[src/rtl/pesc_pkg.sv]
package pesc_pkg;

   // register byte offsets on the apb slave
   localparam logic [11:0] OFS_CTRL   = 12'h000;
   localparam logic [11:0] OFS_CNT_LO = 12'h004;
   localparam logic [11:0] OFS_CNT_HI = 12'h008;
   localparam logic [11:0] OFS_STAT   = 12'h00c;

   // control register field positions, and the status hit bit
   localparam int unsigned CTL_EVT_LSB   = 0;
   localparam int unsigned CTL_UM_LSB    = 8;
   localparam int unsigned CTL_EDGE_BIT  = 18;
   localparam int unsigned CTL_EN_BIT    = 22;
   localparam int unsigned CTL_CMASK_LSB = 24;
   localparam int unsigned STAT_HIT_BIT  = 16;

   // reset values
   localparam logic [7:0]  RST_EVT   = 8'h00;
   localparam logic [7:0]  RST_UMASK = 8'h00;
   localparam logic [7:0]  RST_CMASK = 8'h00;
   localparam logic [47:0] RST_COUNT = 48'h0000_0000_0000;

   // widths
   localparam int unsigned CNT_W  = 48;
   localparam int unsigned HI_W   = CNT_W - 32;
   localparam int unsigned LANE_W = 6;
   localparam int unsigned SUM_W  = 9;

   // event numbers
   localparam logic [7:0] EV_ST_XLATE  = 8'h49;
   localparam logic [7:0] EV_FB_HIT    = 8'h4c;
   localparam logic [7:0] EV_L1_FILL   = 8'h51;
   localparam logic [7:0] EV_MOV_ELIM  = 8'h58;
   localparam logic [7:0] EV_RING      = 8'h5c;
   localparam logic [7:0] EV_RS_EMPTY  = 8'h5e;
   localparam logic [7:0] EV_OFFCORE   = 8'h60;
   localparam logic [7:0] EV_LOCK      = 8'h63;
   localparam logic [7:0] EV_DECQ      = 8'h79;

   typedef enum logic [1:0] {
      PESC_REG_CTRL,
      PESC_REG_CNT_LO,
      PESC_REG_CNT_HI,
      PESC_REG_STAT
   } pesc_reg_t;

   // eight lanes, one per unit mask bit
   typedef logic [7:0][LANE_W-1:0] pesc_lanes_t;

   // per-cycle event sources from pipeline and memory subsystem
   typedef struct packed {
      logic       walk_done_4k;
      logic       walk_done_2m4m;
      logic       walk_done_1g;
      logic       page_miss_walker_busy_st;
      logic       l2x_hit_4k;
      logic       l2x_hit_2m;
      logic       dir_cache_miss_st;
      logic       fb_hit_sw_pf;
      logic       fb_hit_hw_pf;
      logic       first_level_line_fill;
      logic [2:0] mov_int_elim;
      logic [2:0] mov_simd_elim;
      logic [2:0] mov_int_kept;
      logic [2:0] mov_simd_kept;
      logic       unhalted;
      logic       ring0;
      logic       station_empty;
      logic [5:0] sq_demand_data;
      logic [5:0] sq_demand_code;
      logic [5:0] sq_rfo;
      logic [5:0] sq_all_data;
      logic       lock_l1_l2;
      logic       lock_l1;
      logic       decq_empty;
      logic [2:0] legacy_uops;
      logic [2:0] dcache_uops;
      logic [2:0] ms_dcache_uops;
      logic [2:0] ms_legacy_uops;
   } pesc_events_t;

   typedef struct packed {
      logic [7:0]       evt;
      logic [7:0]       umask;
      logic [7:0]       cmask;
      logic             edge_en;
      logic             cnt_en;
      logic [CNT_W-1:0] count;
      logic             prev_hit;
      logic [SUM_W-1:0] last_sum;
      logic             pready;
      logic             pslverr;
      logic [31:0]      prdata;
   } pesc_state_t;

endpackage

[src/rtl/pesc_counter.sv]
// Our own choices: the placing of the registers and the APB interface to the registers.
`timescale 1ns/100ps

module pesc_counter
   import pesc_pkg::*;
(
   input  wire logic         pclk,
   input  wire logic         presetn,
   input  wire logic         psel,
   input  wire logic         penable,
   input  wire logic         pwrite,
   input  wire logic [11:0]  paddr,
   input  wire logic [31:0]  pwdata,
   input  wire logic [3:0]   pstrb,
   output logic [31:0]       prdata,
   output logic              pready,
   output logic              pslverr,
   input  wire pesc_events_t ev
);

   // r is the registered state, n its next value
   pesc_state_t r;
   pesc_state_t n;

   pesc_lanes_t           lanes;
   logic [7:0][SUM_W-1:0] gated;
   logic [SUM_W-1:0]      ev_sum;
   logic                  hit;
   logic [SUM_W-1:0]      inc;
   logic                  cmask_on;
   logic                  map_ok;
   pesc_reg_t             sel;
   logic [31:0]           cur;
   logic [31:0]           ctrl_word;
   logic [31:0]           hi_word;
   // apb phases: the first access edge takes, the next one completes
   logic                  acc_first;
   logic                  acc_last;
   logic                  wr_commit;

   // lane widening keeps every adder input at one width
   function automatic logic [LANE_W-1:0] ext1(input logic b);
      return {{(LANE_W-1){1'b0}}, b};
   endfunction

   function automatic logic [LANE_W-1:0] ext3(input logic [2:0] v);
      return {{(LANE_W-3){1'b0}}, v};
   endfunction

   // adds the lanes that survived the unit mask gate
   function automatic logic [SUM_W-1:0] lane_sum(input logic [7:0][SUM_W-1:0] l);
      logic [SUM_W-1:0] s;
      s = '0;
      for (int i = 0; i < 8; i++) begin
         s = s + l[i];
      end
      return s;
   endfunction

   // address decode, shared by the read and write paths
   function automatic logic reg_decode(input  logic [11:0] a,
                                       output pesc_reg_t   s);
      s = PESC_REG_CTRL;
      unique case (a)
         OFS_CTRL: begin
            s = PESC_REG_CTRL;
            return 1'b1;
         end
         OFS_CNT_LO: begin
            s = PESC_REG_CNT_LO;
            return 1'b1;
         end
         OFS_CNT_HI: begin
            s = PESC_REG_CNT_HI;
            return 1'b1;
         end
         OFS_STAT: begin
            s = PESC_REG_STAT;
            return 1'b1;
         end
         default: begin
            // unmapped or unaligned words are refused
            return 1'b0;
         end
      endcase
   endfunction

   function automatic logic [31:0] strb_merge(input logic [31:0] old,
                                              input logic [31:0] wd,
                                              input logic [3:0]  st);
      logic [31:0] v;
      v = old;
      for (int b = 0; b < 4; b++) begin
         if (st[b]) begin
            v[b*8 +: 8] = wd[b*8 +: 8];
         end
      end
      return v;
   endfunction

   // control word image, shared by the read mux and the write merge
   function automatic logic [31:0] ctrl_pack(input pesc_state_t s);
      logic [31:0] w;
      w = '0;
      w[CTL_EVT_LSB +: 8]   = s.evt;
      w[CTL_UM_LSB +: 8]    = s.umask;
      w[CTL_EDGE_BIT]       = s.edge_en;
      w[CTL_EN_BIT]         = s.cnt_en;
      w[CTL_CMASK_LSB +: 8] = s.cmask;
      return w;
   endfunction

   // upper counter bits, zero-extended to a bus word
   function automatic logic [31:0] hi_pack(input logic [CNT_W-1:0] c);
      return {{(32-HI_W){1'b0}}, c[CNT_W-1:32]};
   endfunction

   // status word: last per-cycle sum and last threshold condition
   function automatic logic [31:0] stat_pack(input pesc_state_t s);
      logic [31:0] w;
      w = '0;
      w[SUM_W-1:0]    = s.last_sum;
      w[STAT_HIT_BIT] = s.prev_hit;
      return w;
   endfunction

   // threshold condition; a zero threshold means any activity at all
   function automatic logic cond_met(input logic [SUM_W-1:0] s,
                                     input logic [7:0]       c);
      if (c != 8'h00) begin
         return s >= {{(SUM_W-8){1'b0}}, c};
      end
      return s != '0;
   endfunction

   // event source routing into unit-mask lanes
   always_comb begin
      lanes = '0;
      unique case (r.evt)
         EV_ST_XLATE: begin
            lanes[1] = ext1(ev.walk_done_4k);
            lanes[2] = ext1(ev.walk_done_2m4m);
            lanes[3] = ext1(ev.walk_done_1g);
            lanes[4] = ext1(ev.page_miss_walker_busy_st);
            lanes[5] = ext1(ev.l2x_hit_4k);
            lanes[6] = ext1(ev.l2x_hit_2m);
            lanes[7] = ext1(ev.dir_cache_miss_st);
         end
         EV_FB_HIT: begin
            lanes[0] = ext1(ev.fb_hit_sw_pf);
            lanes[1] = ext1(ev.fb_hit_hw_pf);
         end
         EV_L1_FILL: begin
            lanes[0] = ext1(ev.first_level_line_fill);
         end
         EV_MOV_ELIM: begin
            lanes[0] = ext3(ev.mov_int_elim);
            lanes[1] = ext3(ev.mov_simd_elim);
            lanes[2] = ext3(ev.mov_int_kept);
            lanes[3] = ext3(ev.mov_simd_kept);
         end
         EV_RING: begin
            lanes[0] = ext1(ev.unhalted & ev.ring0);
            lanes[1] = ext1(ev.unhalted & ~ev.ring0);
         end
         EV_RS_EMPTY: begin
            lanes[0] = ext1(ev.station_empty);
         end
         EV_OFFCORE: begin
            lanes[0] = ev.sq_demand_data;
            lanes[1] = ev.sq_demand_code;
            lanes[2] = ev.sq_rfo;
            lanes[3] = ev.sq_all_data;
         end
         EV_LOCK: begin
            lanes[0] = ext1(ev.lock_l1_l2);
            lanes[1] = ext1(ev.lock_l1);
         end
         EV_DECQ: begin
            lanes[1] = ext1(ev.decq_empty);
            lanes[2] = ext3(ev.legacy_uops);
            lanes[3] = ext3(ev.dcache_uops);
            lanes[4] = ext3(ev.ms_dcache_uops);
            lanes[5] = ext3(ev.ms_legacy_uops);
         end
         default: begin
            // unknown event numbers count nothing
            lanes = '0;
         end
      endcase
   end

   // gating before the adder lets several mask bits sum their lanes
   // mask bits gate lanes
   for (genvar g = 0; g < 8; g++) begin : g_gate
      assign gated[g] = r.umask[g] ? {{(SUM_W-LANE_W){1'b0}}, lanes[g]} : '0;
   end

   always_comb begin
      n        = r;

      ev_sum   = lane_sum(gated);
      cmask_on = (r.cmask != 8'h00);
      hit      = cond_met(ev_sum, r.cmask);
      if (r.edge_en) begin
         inc = {{(SUM_W-1){1'b0}}, hit & ~r.prev_hit};
      end else if (cmask_on) begin
         inc = {{(SUM_W-1){1'b0}}, hit};
      end else begin
         inc = ev_sum;
      end
      n.prev_hit = hit;
      n.last_sum = ev_sum;
      // the 48-bit count wraps silently; no overflow is kept here
      if (r.cnt_en) begin
         n.count = r.count + {{(CNT_W-SUM_W){1'b0}}, inc};
      end

      // register decode and read mux
      map_ok    = reg_decode(paddr, sel);
      ctrl_word = ctrl_pack(r);
      hi_word   = hi_pack(r.count);
      unique case (sel)
         PESC_REG_CTRL: begin
            cur = ctrl_word;
         end
         PESC_REG_CNT_LO: begin
            cur = r.count[31:0];
         end
         PESC_REG_CNT_HI: begin
            cur = hi_word;
         end
         PESC_REG_STAT: begin
            cur = stat_pack(r);
         end
      endcase

      // one wait state: pready rises in the second access cycle
      acc_first = psel & penable & ~r.pready;
      acc_last  = psel & penable & r.pready;
      wr_commit = acc_last & pwrite & map_ok;
      n.pready  = acc_first;
      n.pslverr = acc_first & ~map_ok;
      // read data is caught at the taking edge, so lo and hi may tear
      if (acc_first) begin
         n.prdata = (map_ok & ~pwrite) ? cur : 32'h0000_0000;
      end else begin
         // the bus word stands only while pready does
         n.prdata = 32'h0000_0000;
      end

      // writes land at the edge that completes the transfer
      if (wr_commit) begin
         unique case (sel)
            PESC_REG_CTRL: begin
               ctrl_word    = strb_merge(ctrl_word, pwdata, pstrb);
               n.evt        = ctrl_word[CTL_EVT_LSB +: 8];
               n.umask      = ctrl_word[CTL_UM_LSB +: 8];
               n.edge_en    = ctrl_word[CTL_EDGE_BIT];
               n.cnt_en     = ctrl_word[CTL_EN_BIT];
               n.cmask      = ctrl_word[CTL_CMASK_LSB +: 8];
               // fresh selection must not see a stale edge
               n.prev_hit   = 1'b0;
            end
            PESC_REG_CNT_LO: begin
               // software preset beats the increment
               n.count[31:0] = strb_merge(r.count[31:0], pwdata, pstrb);
            end
            PESC_REG_CNT_HI: begin
               hi_word             = strb_merge(hi_word, pwdata, pstrb);
               n.count[CNT_W-1:32] = hi_word[HI_W-1:0];
            end
            PESC_REG_STAT: begin
               // status is read-only; the write is accepted and dropped
               n.last_sum = ev_sum;
            end
         endcase
      end
   end

   // one state register; every field returns to idle under reset
   always_ff @(posedge pclk or negedge presetn) begin
      if (!presetn) begin
         r          <= '0;
         r.evt      <= RST_EVT;
         r.umask    <= RST_UMASK;
         r.cmask    <= RST_CMASK;
         r.count    <= RST_COUNT;
         r.pready   <= 1'b0;
         r.pslverr  <= 1'b0;
         r.prdata   <= 32'h0000_0000;
      end else begin
         r <= n;
      end
   end

   assign prdata  = r.prdata;
   assign pready  = r.pready;
   assign pslverr = r.pslverr;

endmodule

[config.mk]
export PLATFORM = sky130hd
export DESIGN_NAME = pesc_counter
export DESIGN_NICKNAME = d
export VERILOG_FILES = /design/src/rtl/pesc_pkg.sv /design/src/rtl/pesc_counter.sv
export SDC_FILE = /design/constraint.sdc
export NUM_CORES = 1
export LEC_CHECK = 0
export BUFFER_PORTS_ARGS = -buffer_cell sky130_fd_sc_hd__buf_2
export CORE_ASPECT_RATIO = 1.25
export CORE_MARGIN = 4
export CORE_UTILIZATION = 35
export DETAILED_ROUTE_END_ITERATION = 8
export PLACE_DENSITY = 0.63
export SLEW_MARGIN = 0
export SYNTH_ARGS = -nofsm -noshare
export SYNTH_HDL_FRONTEND = slang
export SYNTH_SLANG_ARGS = --single-unit
[constraint.sdc]
create_clock -name pclk -period 9.12 [get_ports pclk]
set_clock_uncertainty 0.2 [all_clocks]
set_input_delay 1.824 -clock pclk [delete_from_list [all_inputs] [get_ports pclk]]
set_output_delay 1.824 -clock pclk [all_outputs]
set_load 0.02 [all_outputs]
==> summary.md, run 1 <==
| Metric | Value |
|---|---|
| Power density normalized to cell area | `123 nW/um^2` |
| Average wire per standard cell | `20.8 um` |
| Final clock period utilization by the worst path | `95.4%` |
| Max Fclk | `0.115 GHz` |
| CTS tree | `built` |
| Most used standard cell by instance count after synthesis | `dfrtp_1` |
| Setup fix buffers added after clock tree synthesis | `0` |
| Clock period minus worst slack | `8.71 ns` |
| Detail Placement HPWL | `21.6 mm` |
| Least-Margin Pin Slew | `1.09 ns` |
| Gates resized, CTS repair | `0` |
| Arr. time, crit path | `8.84 ns` |
| Design Power | `1200 uW` |
| Final setup margin | `0.415 ns` |
| Max Root-Sink Buffers | `2` |
| Endpoint class of the critical path | `flop` |
| Drt total wl | `27.9 mm` |
| Largest net degree at the start of global routing | `64` |
| Floorplan die height | `180 um` |
| Effective utilization at floorplan | `35.9%` |
| Critical path's most frequent cell | `fa_1` |
| Count of H-tree levels built during CTS | `4` |
| Top cells by area, synth | `dfrtp_1 36%, fa_1 4.8%, nor2_1 4.1%` |
| Register-to-register setup slack | `0.45 ns` |
| Overall global routing resource usage | `21.1%` |
| Mapped Area | `8290 sq um` |
| First-pass GRT wire length | `44.0 mm` |
| Peak supply drop | `0.000119 V` |
| Worst slack, placed | `-0.0501 ns` |
| Worst endpoint required time | `9.25 ns` |
| Worst Setup Path Type | `primary input to flop` |
| Final cell count without fillers | `1342` |
| Area of the core | `23100 sq um` |
| Final nets | `1204` |
| Inserted Clock Buffers | `17` |
| Main synth FF type | `dfrtp_1` |
| Horizontal die dimension | `146 um` |
| Cell with the largest stage delay on the worst path | `fa_2` |
| Most area-hungry cell type in the Yosys netlist | `dfrtp_1` |
| Number of library cell types mapped by synthesis | `73` |
| Hold bufs inserted after CTS | `0` |
| Maximum Capacitance Violations | `0` |
| Cells after Synth | `920` |
| Crit path largest cell delay | `0.53 ns` |
| Tightest Hold Check Type | `flop to flop` |
| IO Pins | `151` |
| Share of post-route cells with drive strength above 1 | `24.4%` |
| Syn_area_per_cell | `9.01 sq um` |
| DRT Pass-1 Iters | `5` |
| Share of the synthesized area in the top cell type | `35.6%` |
| Clk sinks | `118` |
| Final Slew Violations | `0` |
| Via count of the first global-routing pass | `7853` |
| Async S/R FF share, synth | `100%` |
| Initial antenna violation count | `2` |
| Worst-path maximum fanout | `4` |
| Violation count after the first detailed-route iteration | `789` |
| Setup repair after global routing missed its margin | `false` |
| DP Area | `9200 sq um` |
| Relative slew slack | `27.3%` |
| Standby leakage power | `0.00445 uW` |
| Root cell of the clock tree | `clkbuf_16` |
| ANT nets after route | `0` |
| Synthesis-to-layout area growth | `17.6%` |
| Cell area after layout | `9750 sq um` |
| Register area share after synthesis | `35.6%` |
| Count of warnings emitted by yosys | `0` |
| Routability congestion estimate | `0.968` |
| Count of buffers from port buffering | `150` |
| Total of flip-flops plus latches after synthesis | `118` |
| Total global routing overflow | `0` |
| Number of hold-slack violations in the final timing report | `0` |
| Clock transition time at the flip-flop clock pins of the worst setup and hold paths | `0.05 ns` |
| Vias per inst | `5.77` |
| Final setup violating endpoints | `0` |
| Syn Nets | `1084` |
| DRC violation count after routing | `0` |
| Clock latency on the worst-skew pair | `0.42 ns` |
| Via count | `7749` |
| Cell Rows | `62` |
| Launching element type of the critical path | `primary input` |
| Count of flip-flops with a built-in enable after synthesis | `0` |
| Area of the die | `26200 sq um` |
| Top cell types by occurrence after synthesis | `118 x dfrtp_1, 91 x nor2_1, 69 x nand2_1` |
| # placed instances | `1309` |
| Status | `completed` |
==> power by group <==
group          leakage, uW  internal, uW  total [uW]  switching, uW
combinational      0.00257          23.0        61.7           38.7
clock             0.000260           369         610            241
sequential         0.00163           525         525          0.382
total              0.00445           917        1200            280
==> worst paths after layout <==
path | start | to | cells after the start
max | ev[54] | r[88] | 32
min | r[116] | r[116] | 2
max reg2reg | r[117] | r[88] | 33
min reg2reg | r[116] | r[116] | 2
max in group asynchronous | presetn | prdata[16] | 2
min in group asynchronous | presetn | r[91] | 1
==> logic make-up (layout without fill, tap and decap cells) <==
logic type | after synthesis | count (layout) | share of synthesized area (%)
AOI/OAI and AO/OA | 226 | 226 | 19.5
xor gates and xnor gates | 10 | 10 | 1.06
adders and majority gates | 47 | 47 | 8.90
buffers and inverters | 112 | 245 | 6.70
DFF | 118 | 118 | 35.6
muxes | 40 | 40 | 5.25
other | 0 | 1 | 0
and+or+nand+nor | 367 | 367 | 23.0
==> flip-flops by register name, indices dropped and copies added (netlist names) <==
name,flops
r,84
prdata,32
pready,1
pslverr,1
==> cells in the final DEF (no fill, tap or decap), types with 6 or more instances in the layout <==
cell / synthesis / final
clkbuf_16: 0 / 17
xor2_1: 7 / 7
or3_1: 10 / 10
a22oi_1: 24 / 24
buf_2: 5 / 149
o21ai_0: 30 / 30
or2_2: 7 / 7
and3_1: 21 / 21
nand2b_1: 12 / 12
a222oi_1: 7 / 7
nor3_1: 34 / 33
o31ai_1: 7 / 7
a221o_1: 6 / 6
a211oi_1: 27 / 25
nand3_1: 42 / 42
o211ai_1: 12 / 12
o21a_1: 9 / 9
o221a_2: 6 / 6
clkinv_2: 0 / 8
nor2b_1: 13 / 13
ha_1: 27 / 27
nand4_1: 11 / 11
buf_4: 34 / 21
dfrtp_1: 118 / 118
mux2i_1: 12 / 12
mux2_2: 25 / 25
nor2_1: 91 / 91
or4_1: 9 / 9
fa_1: 20 / 19
and2_1: 17 / 17
inv_1: 41 / 41
a21oi_1: 42 / 42
nand2_1: 69 / 69
==> through the flow <==
| step | util (%) | TNS [ns] | hold WS, ns |
|---|---|---|---|
| 2_1_floorplan | - | 0 | 0.272 |
| 3_3_place_gp | 39.8 | 0 | 0.310 |
| 3_5_place_dp | 39.8 | -0.0803 | 0.323 |
| 4_1_cts | 42.1 | 0 | 0.332 |
| 5_1_grt | 42.2 | 0 | 0.351 |
| 6_report | 42.2 | 0 | 0.330 |
==> metal layers <==
layer	vias up	track usage, %	routed length, um
met5	-	0	7
met4	2	9.05	1000
met3	57	4.33	2050
met2	377	35.5	13600
met1	3690	26.4	11200
li1	3623	-	-
==> critical path, delay by kind of cell <==
family                   cells  cell delay, ns
adder cells (fa/ha/maj)      8            2.97
AO/OA/AOI/OAI               10            1.86
multiplexers                 1            0.27
AND/OR/NAND/NOR              9            1.62
buffers and inverters        4            0.27
==> layout make-up <==
cell class	instances	area [sq um]
Tap cell	288	360
Clock inverter	11	85.1
Sequential cell	118	2950
Antenna cell	1	2.50
Inverter	41	154
Fill cell	2322	13400
Timing Repair Buffer	172	935
Clock buffer	21	440
Multi-Input combinational cell	690	4820
No activity file was read; power rests on OpenSTA's default activity.
==> run 2: changes to the inputs <==
CORE_ASPECT_RATIO = 0.8   (was 1.25)
==> run 2 against run 1 <==
First-iteration DRC count is 19% higher. Final area is 1.2% higher. Register-to-register slack better by 0.16 ns. Global-route usage is 0.15 points higher. Non-clock buffer count is 3 higher. Worst hold slack worse by 0.0063 ns. Via count is 1.1% higher. Sequential cell count stayed put. Fmax is 1.6% higher. Final cell count is 1.9% higher. Clock-buffer cell count is 2 lower. Worst setup slack better by 0.14 ns.
==> summary.md, run 2 (same netlist as run 1, synthesis figures left out) <==
| Metric | Value |
|---|---|
| Worst endpoint required time | `9.26 ns (about the same)` |
| Maximum Capacitance Violations | `0 (unchanged)` |
| Floorplan die height | `146 um (-19%)` |
| Clk sinks | `118 (unchanged)` |
| Effective utilization at floorplan | `35.5% (-0.33 points)` |
| Clock transition time at the flip-flop clock pins of the worst setup and hold paths | `0.06 ns (about the same)` |
| Count of H-tree levels built during CTS | `4 (unchanged)` |
| Clock latency on the worst-skew pair | `0.42 ns (about the same)` |
| DRT Pass-1 Iters | `5 (unchanged)` |
| Average wire per standard cell | `20.8 um (+0.15%)` |
| Power density normalized to cell area | `132 nW/um^2 (+7.5%)` |
| Worst Setup SP | `ev[54]` |
| First-pass GRT wire length | `44.0 mm (about the same)` |
| Final clock period utilization by the worst path | `94.0% (-1.5 points)` |
| Final cell count without fillers | `1368 (+1.9%)` |
| Vias per inst | `5.73 (-0.84%)` |
| Final setup violating endpoints | `0 (unchanged)` |
| Cell with the largest stage delay on the worst path | `or4_1` |
| Drt total wl | `28.4 mm (+2.1%)` |
| Worst reg2reg path endpoint | `r[88]` |
| Crit path largest cell delay | `0.50 ns (-0.03 ns)` |
| Cells on worst reg2reg path | `33 (unchanged)` |
| Cell Rows | `50 (-19%)` |
| Count of buffers from port buffering | `150 (unchanged)` |
| ANT nets after route | `0 (unchanged)` |
| Most flop-heavy register | `r` |
| Final nets | `1207 (+0.25%)` |
| Peak supply drop | `0.000114 V (-3.8%)` |
| Critical path's most frequent cell | `fa_1` |
| DRC violation count after routing | `0 (unchanged)` |
| CTS tree | `built` |
| Least-Margin Pin Slew | `1.03 ns (-0.0576 ns)` |
| Via count of the first global-routing pass | `7454 (-5.1%)` |
| Clock period minus worst slack | `8.57 ns (-0.136 ns)` |
| Synthesis-to-layout area growth | `19.1%` |
| Via count | `7833 (+1.1%)` |
| Registers with the most flip-flops | `r x84, prdata x32` |
| Standby leakage power | `0.00451 uW (+1.4%)` |
| Leading cell type in the layout, fill and taps excluded | `buf_2` |
| Setup repair after global routing missed its margin | `false` |
| Area of the die | `26200 sq um (unchanged)` |
| Arr. time, crit path | `8.70 ns (-0.14 ns)` |
| Worst-path maximum fanout | `7 (+3)` |
| Setup crit end | `r[88]` |
| Largest register FFs | `84 (unchanged)` |
| Root cell of the clock tree | `clkbuf_16` |
| Final Slew Violations | `0 (unchanged)` |
| IO Pins | `151 (unchanged)` |
| Gates resized, CTS repair | `0 (unchanged)` |
| Violation count after the first detailed-route iteration | `938 (+19%)` |
| Register-to-register setup slack | `0.61 ns (+0.16 ns)` |
| Number of hold-slack violations in the final timing report | `0 (unchanged)` |
| Share of post-route cells with drive strength above 1 | `24.7% (+0.31 points)` |
| Launch point of the worst reg-to-reg path | `r[117]` |
| Max Root-Sink Buffers | `2 (unchanged)` |
| Horizontal die dimension | `180 um (+24%)` |
| Launching element type of the critical path | `primary input` |
| ANT cells | `0 (-1)` |
| Leading cell types in the layout, fill and taps excluded | `149 x buf_2, 118 x dfrtp_1, 91 x nor2_1, 69 x nand2_1` |
| Endpoint class of the critical path | `flop` |
| Number of fill cells in the layout | `2369 (+2.0%)` |
| Routability congestion estimate | `0.916 (-5.4%)` |
| Total global routing overflow | `0 (unchanged)` |
| Tightest Hold Check Type | `flop to flop` |
| Max Fclk | `0.117 GHz (+1.6%)` |
| Design Power | `1300 uW (+8.9%)` |
| Overall global routing resource usage | `21.2% (+0.15 points)` |
| Post-Route Setup TNS | `0 ns (unchanged)` |
| Relative slew slack | `30.8% (+3.5 points)` |
| Inserted Clock Buffers | `17 (unchanged)` |
| Area of the core | `23300 sq um (+0.94%)` |
| Initial antenna violation count | `1 (-1)` |
| Status | `completed` |
| Hold bufs inserted after CTS | `0 (unchanged)` |
| Detail Placement HPWL | `21.9 mm (+1.4%)` |
| Final Util | `42.3% (+0.13 points)` |
| Worst Setup Path Type | `primary input to flop` |
| # placed instances | `1336 (+2.1%)` |
| Setup fix buffers added after clock tree synthesis | `0 (unchanged)` |
| Largest net degree at the start of global routing | `78 (+22%)` |
-- run 2: worst max-delay path, delay by kind of cell --
kind	cells	cell delay [ns]
multiplexers	1	0.25
AND/OR/NAND/NOR	9	1.61
AO/OA/AOI/OAI	10	1.84
adder cells (fa/ha/maj)	8	2.94
buffers and inverters	4	0.26
-- run 2: final cells by class --
cell class | instances | area, sq um | area share [%]
Multi-Input combinational cell | 690 | 4810 | 48.7
Tap cell | 312 | 390 | 3.95
Clock buffer | 19 | 453 | 4.59
Timing Repair Buffer | 175 | 945 | 9.57
Sequential cell | 118 | 2950 | 29.9
Clock inverter | 13 | 170 | 1.72
Inverter | 41 | 154 | 1.56
-- run 2: power breakdown --
group	total, uW	internal [uW]	switching [uW]	leakage [uW]
Sequential	524	524	0.316	0.00163
Combinational	61.6	23.5	38.2	0.00258
Clock	717	448	269	0.000308
-- run 2: how the worst min path moves through the flow --
stage           start     end  depth (start not counted)
3_5_place_dp   r[116]  r[116]                          2
6_report       r[116]  r[116]                          2
5_1_grt        r[117]  r[117]                          1
2_1_floorplan  r[116]  r[116]                          2
4_1_cts        r[116]  r[116]                          2
3_3_place_gp   r[116]  r[116]                          2
-- run 2: through the flow --
step | hold slack (ns) | setup slack (ns) | instance area, sq um
6_report | 0.323 | 0.551 | 9870
5_1_grt | 0.355 | 0.0345 | 9870
4_1_cts | 0.326 | 0.401 | 9860
3_5_place_dp | 0.312 | 0.00898 | 9240
3_3_place_gp | 0.295 | 0.138 | 9240
2_1_floorplan | 0.272 | 0.523 | 8290
-- run 2: metal layers --
metal,up-vias,global-route usage [%],routed length [um]
li1,3620,-,-
met1,3839,32.6,13500
met2,338,30.4,12000
met3,34,4.52,2490
met4,2,5.29,489
met5,-,0,9
==> run 3: changes to the inputs <==
ABC_AREA = 1   (was unset)
==> run 3 against run 2 <==
Via count up 28%. Worst setup slack improved by 0.65 ns. Core utilization decreased by 2.0 points. Final area rose by 11%. Critical endpoint is now r[76]. Critical path type is now flop to flop. Die area up 16%. Final cell count grew 42%. Sequential cell count unchanged.
==> summary.md, run 3 <==
| Metric | Value |
|---|---|
| Area of the core | `27200 sq um (+17%)` |
| Cell with the largest stage delay on the worst path | `inv_1` |
| Largest net degree at the start of global routing | `71 (-9.0%)` |
| Mapped Area | `9660 sq um (+17%)` |
| Register-to-register setup slack | `1.20 ns (+0.59 ns)` |
| Sw Pwr | `286 uW (-6.9%)` |
| Total global routing overflow | `0 (unchanged)` |
| Effective utilization at floorplan | `35.5% (-0.044 points)` |
| Horizontal die dimension | `194 um (+7.6%)` |
| Global-route met2 utilization | `32.7% (+2.3 points)` |
| Top cell types by occurrence after synthesis | `561 x nand2_1, 157 x inv_1, 140 x nand3_1` |
| Detail Placement HPWL | `28.2 mm (+29%)` |
| First-pass GRT wire length | `54.1 mm (+23%)` |
| Number of hold-slack violations in the final timing report | `0 (unchanged)` |
| Crit path largest cell delay | `0.54 ns (+0.04 ns)` |
| Count of buffers from port buffering | `150 (unchanged)` |
| Max Root-Sink Buffers | `2 (unchanged)` |
| Worst-path maximum fanout | `21 (+14)` |
| DRT Pass-1 Iters | `5 (unchanged)` |
| Setup fix buffers added after clock tree synthesis | `0 (unchanged)` |
| Violation count after the first detailed-route iteration | `1024 (+9.2%)` |
| Average wire per standard cell | `18.4 um (-11%)` |
| Main synth FF type | `dfrtp_1` |
| Largest register FFs | `84 (unchanged)` |
| Least-Margin Pin Slew | `0.976 ns (-0.0540 ns)` |
| Part of the power in the clock network | `51.8% (-3.2 points)` |
| Initial antenna violation count | `0 (-1)` |
| Status | `completed` |
| Portion of total power attributed to combinational logic | `5.4% (+0.7 points)` |
| Number of library cell types mapped by synthesis | `54 (-26%)` |
| Cells after Synth | `1471 (+60%)` |
| Relative slew slack | `34.7% (+3.9 points)` |
| Critical path's most frequent cell | `nand2_1` |
| Inserted Clock Buffers | `17 (unchanged)` |
| Post-Route Setup TNS | `0 ns (unchanged)` |
| Tightest Hold Check Type | `flop to flop` |
| ANT nets after route | `0 (unchanged)` |
| Power density normalized to cell area | `113 nW/um^2 (-15%)` |
| Met3 track demand over resource | `5.04% (+0.51 points)` |
| Drt total wl | `35.8 mm (+26%)` |
| Arr. time, crit path | `8.03 ns (-0.67 ns)` |
| Cell Rows | `54 (+8.0%)` |
| Count of H-tree levels built during CTS | `4 (unchanged)` |
| Synthesis-to-layout area growth | `13.6%` |
| Final cell count without fillers | `1942 (+42%)` |
| Register area share after synthesis | `30.6% (-5.1 points)` |
| Switching share of total power | `23.1% (-0.43 points)` |
| Final clock period utilization by the worst path | `86.9% (-7.1 points)` |
| Vias per inst | `5.18 (-9.6%)` |
| CTS tree | `built` |
| Storage cell area | `2950 sq um (unchanged)` |
| Most flop-heavy register | `r` |
| Worst endpoint required time | `9.23 ns (-0.03 ns)` |
| Number of fill cells in the layout | `3000 (+27%)` |
| ANT cells | `0 (unchanged)` |
| Leading cell types in the layout, fill and taps excluded | `561 x nand2_1, 157 x inv_1, 149 x buf_2, 140 x nand3_1, 139 x nor2_1` |
| Max Fclk | `0.126 GHz (+8.2%)` |
| # placed instances | `1912 (+43%)` |
| Launch point of the worst reg-to-reg path | `r[117]` |
| Cell area after layout | `11000 sq um (+11%)` |
| Clock period minus worst slack | `7.92 ns (-0.648 ns)` |
| Cell internal pwr | `949 uW (-4.7%)` |
| Most area-hungry cell type in the Yosys netlist | `dfrtp_1` |
| Sequential group share of total power | `42.8% (+2.5 points)` |
| Fraction of met1 tracks used by global routing | `35.4% (+2.8 points)` |
| Most used standard cell by instance count after synthesis | `nand2_1` |
| WHS | `0.300 ns (-0.0234 ns)` |
| Final Slew Violations | `0 (unchanged)` |
| Share of post-route cells with drive strength above 1 | `14.4% (-10 points)` |
| Total of flip-flops plus latches after synthesis | `118 (unchanged)` |
| Syn_area_per_cell | `6.57 sq um (-27%)` |
| Clock latency on the worst-skew pair | `0.43 ns (about the same)` |
| Launching element type of the critical path | `flop` |
| Setup crit end | `r[76]` |
| Endpoint class of the critical path | `flop` |
| Syn Nets | `1635 (+51%)` |
| Critical hold path startpoint | `pready` |
| Clock transition time at the flip-flop clock pins of the worst setup and hold paths | `0.06 ns (about the same)` |
| Share of the synthesized area in the top cell type | `30.6% (-5.1 points)` |
| Worst Setup SP | `r[117]` |
| IO Pins | `151 (unchanged)` |
| Root cell of the clock tree | `clkbuf_16` |
| Count of flip-flops with a built-in enable after synthesis | `0 (unchanged)` |
| Leading cell type in the layout, fill and taps excluded | `nand2_1` |
| Setup repair after global routing missed its margin | `false` |
| Final setup violating endpoints | `0 (unchanged)` |
| Routability congestion estimate | `0.964 (+5.2%)` |
| Area of the die | `30300 sq um (+16%)` |
| Gates resized, CTS repair | `0 (unchanged)` |
| Clk sinks | `118 (unchanged)` |
| Via count of the first global-routing pass | `9153 (+23%)` |
| Standby leakage power | `0.00591 uW (+31%)` |
| Registers with the most flip-flops | `r x84, prdata x32` |
| Worst reg2reg path endpoint | `r[76]` |
| Hold bufs inserted after CTS | `0 (unchanged)` |
| Final nets | `1731 (+43%)` |
| DP Area | `10400 sq um (+13%)` |
| Overall global routing resource usage | `23.1% (+1.8 points)` |
| Cells on worst reg2reg path | `38 (+15%)` |
| Maximum Capacitance Violations | `0 (unchanged)` |
| Via count | `10.1k (+28%)` |
| Count of warnings emitted by yosys | `0 (unchanged)` |
| Design Power | `1240 uW (-5.2%)` |
| Gr busiest metal | `met1` |
| Multi-input logic area | `5600 sq um (+16%)` |
| Floorplan die height | `157 um (+7.5%)` |
| DRC violation count after routing | `0 (unchanged)` |
| Top cells by area, synth | `dfrtp_1 31%, nand2_1 22%, nand3_1 7.3%` |
| Peak supply drop | `0.000124 V (+8.6%)` |
| Async S/R FF share, synth | `100% (unchanged)` |
| Worst Setup Path Type | `flop to flop` |
[run 3: changes by cell type after synthesis, sizes merged, moves of 14 or more]
cell,before,now
nand4,11,36
inv,41,168
nand3,42,143
nor2,91,154
nand2,72,569
and2,18,2
and3,21,1
a21oi,42,20
a211oi,27,1
a22oi,24,10
mux2,28,0
[run 3: worst max-delay path: cells and delay by family, from the launching register on]
family                   cells  cell delay (ns)
AO/OA/AOI/OAI                4             0.65
XOR/XNOR                     1             0.28
adder cells (fa/ha/maj)      7             2.78
buffers and inverters        6             0.99
flip-flops                   1             0.39
AND/OR/NAND/NOR             20             2.50
[run 3: worst min path at each step]
stage,depth (start not counted),slack [ns],endpoint
after global placement,2,0.28,r[96]
final,1,0.30,pslverr
after CTS,1,0.30,pslverr
after detailed placement,1,0.28,pslverr
after global routing,2,0.33,r[100]
after floorplan,2,0.26,r[117]
[run 3: area by class of cell]
| cell class | count | area share [%] |
|---|---|---|
| inverters | 170 | 5.86 |
| flip-flops and latches | 118 | 26.9 |
| clock inverters | 4 | 0.410 |
| clock buffers | 26 | 4.55 |
| well taps | 364 | 4.15 |
| multi-input cells | 1106 | 51.0 |
| repair buffers | 154 | 7.14 |
[run 3: power groups by stage]
stage	clock network, uW	registers, uW	logic [uW]
finish	640	528	66.8
global route	670	528	74.4
CTS	646	528	67.6
detailed placement	0	537	67.5
global placement	0	537	66.7
floorplan	0	537	21.6
[run 3: per-layer routing]
metal  wire [um]  vias to the layer above
met3        3290                       40
met5           0                        -
met4         708                        0
met2       14700                      423
met1       17100                     4735
li1            -                     4853
[run 3: per-stage QoR]
step	util (%)	setup slack, ns
global placement	38.3	1.11
floorplan	-	1.75
global route	40.3	0.481
finish	40.3	1.20
detailed placement	38.3	0.958
CTS	40.3	1.29
[run 3: kinds of logic after synthesis]
kind of cell    count (synthesis)  synth area share [%]
simple gates                  945                  42.3
flops                         118                  30.6
compound gates                105                  7.17
buf+inv                       247                  11.5
fa+ha+maj                      47                  7.64
xor+xnor                        9                 0.816
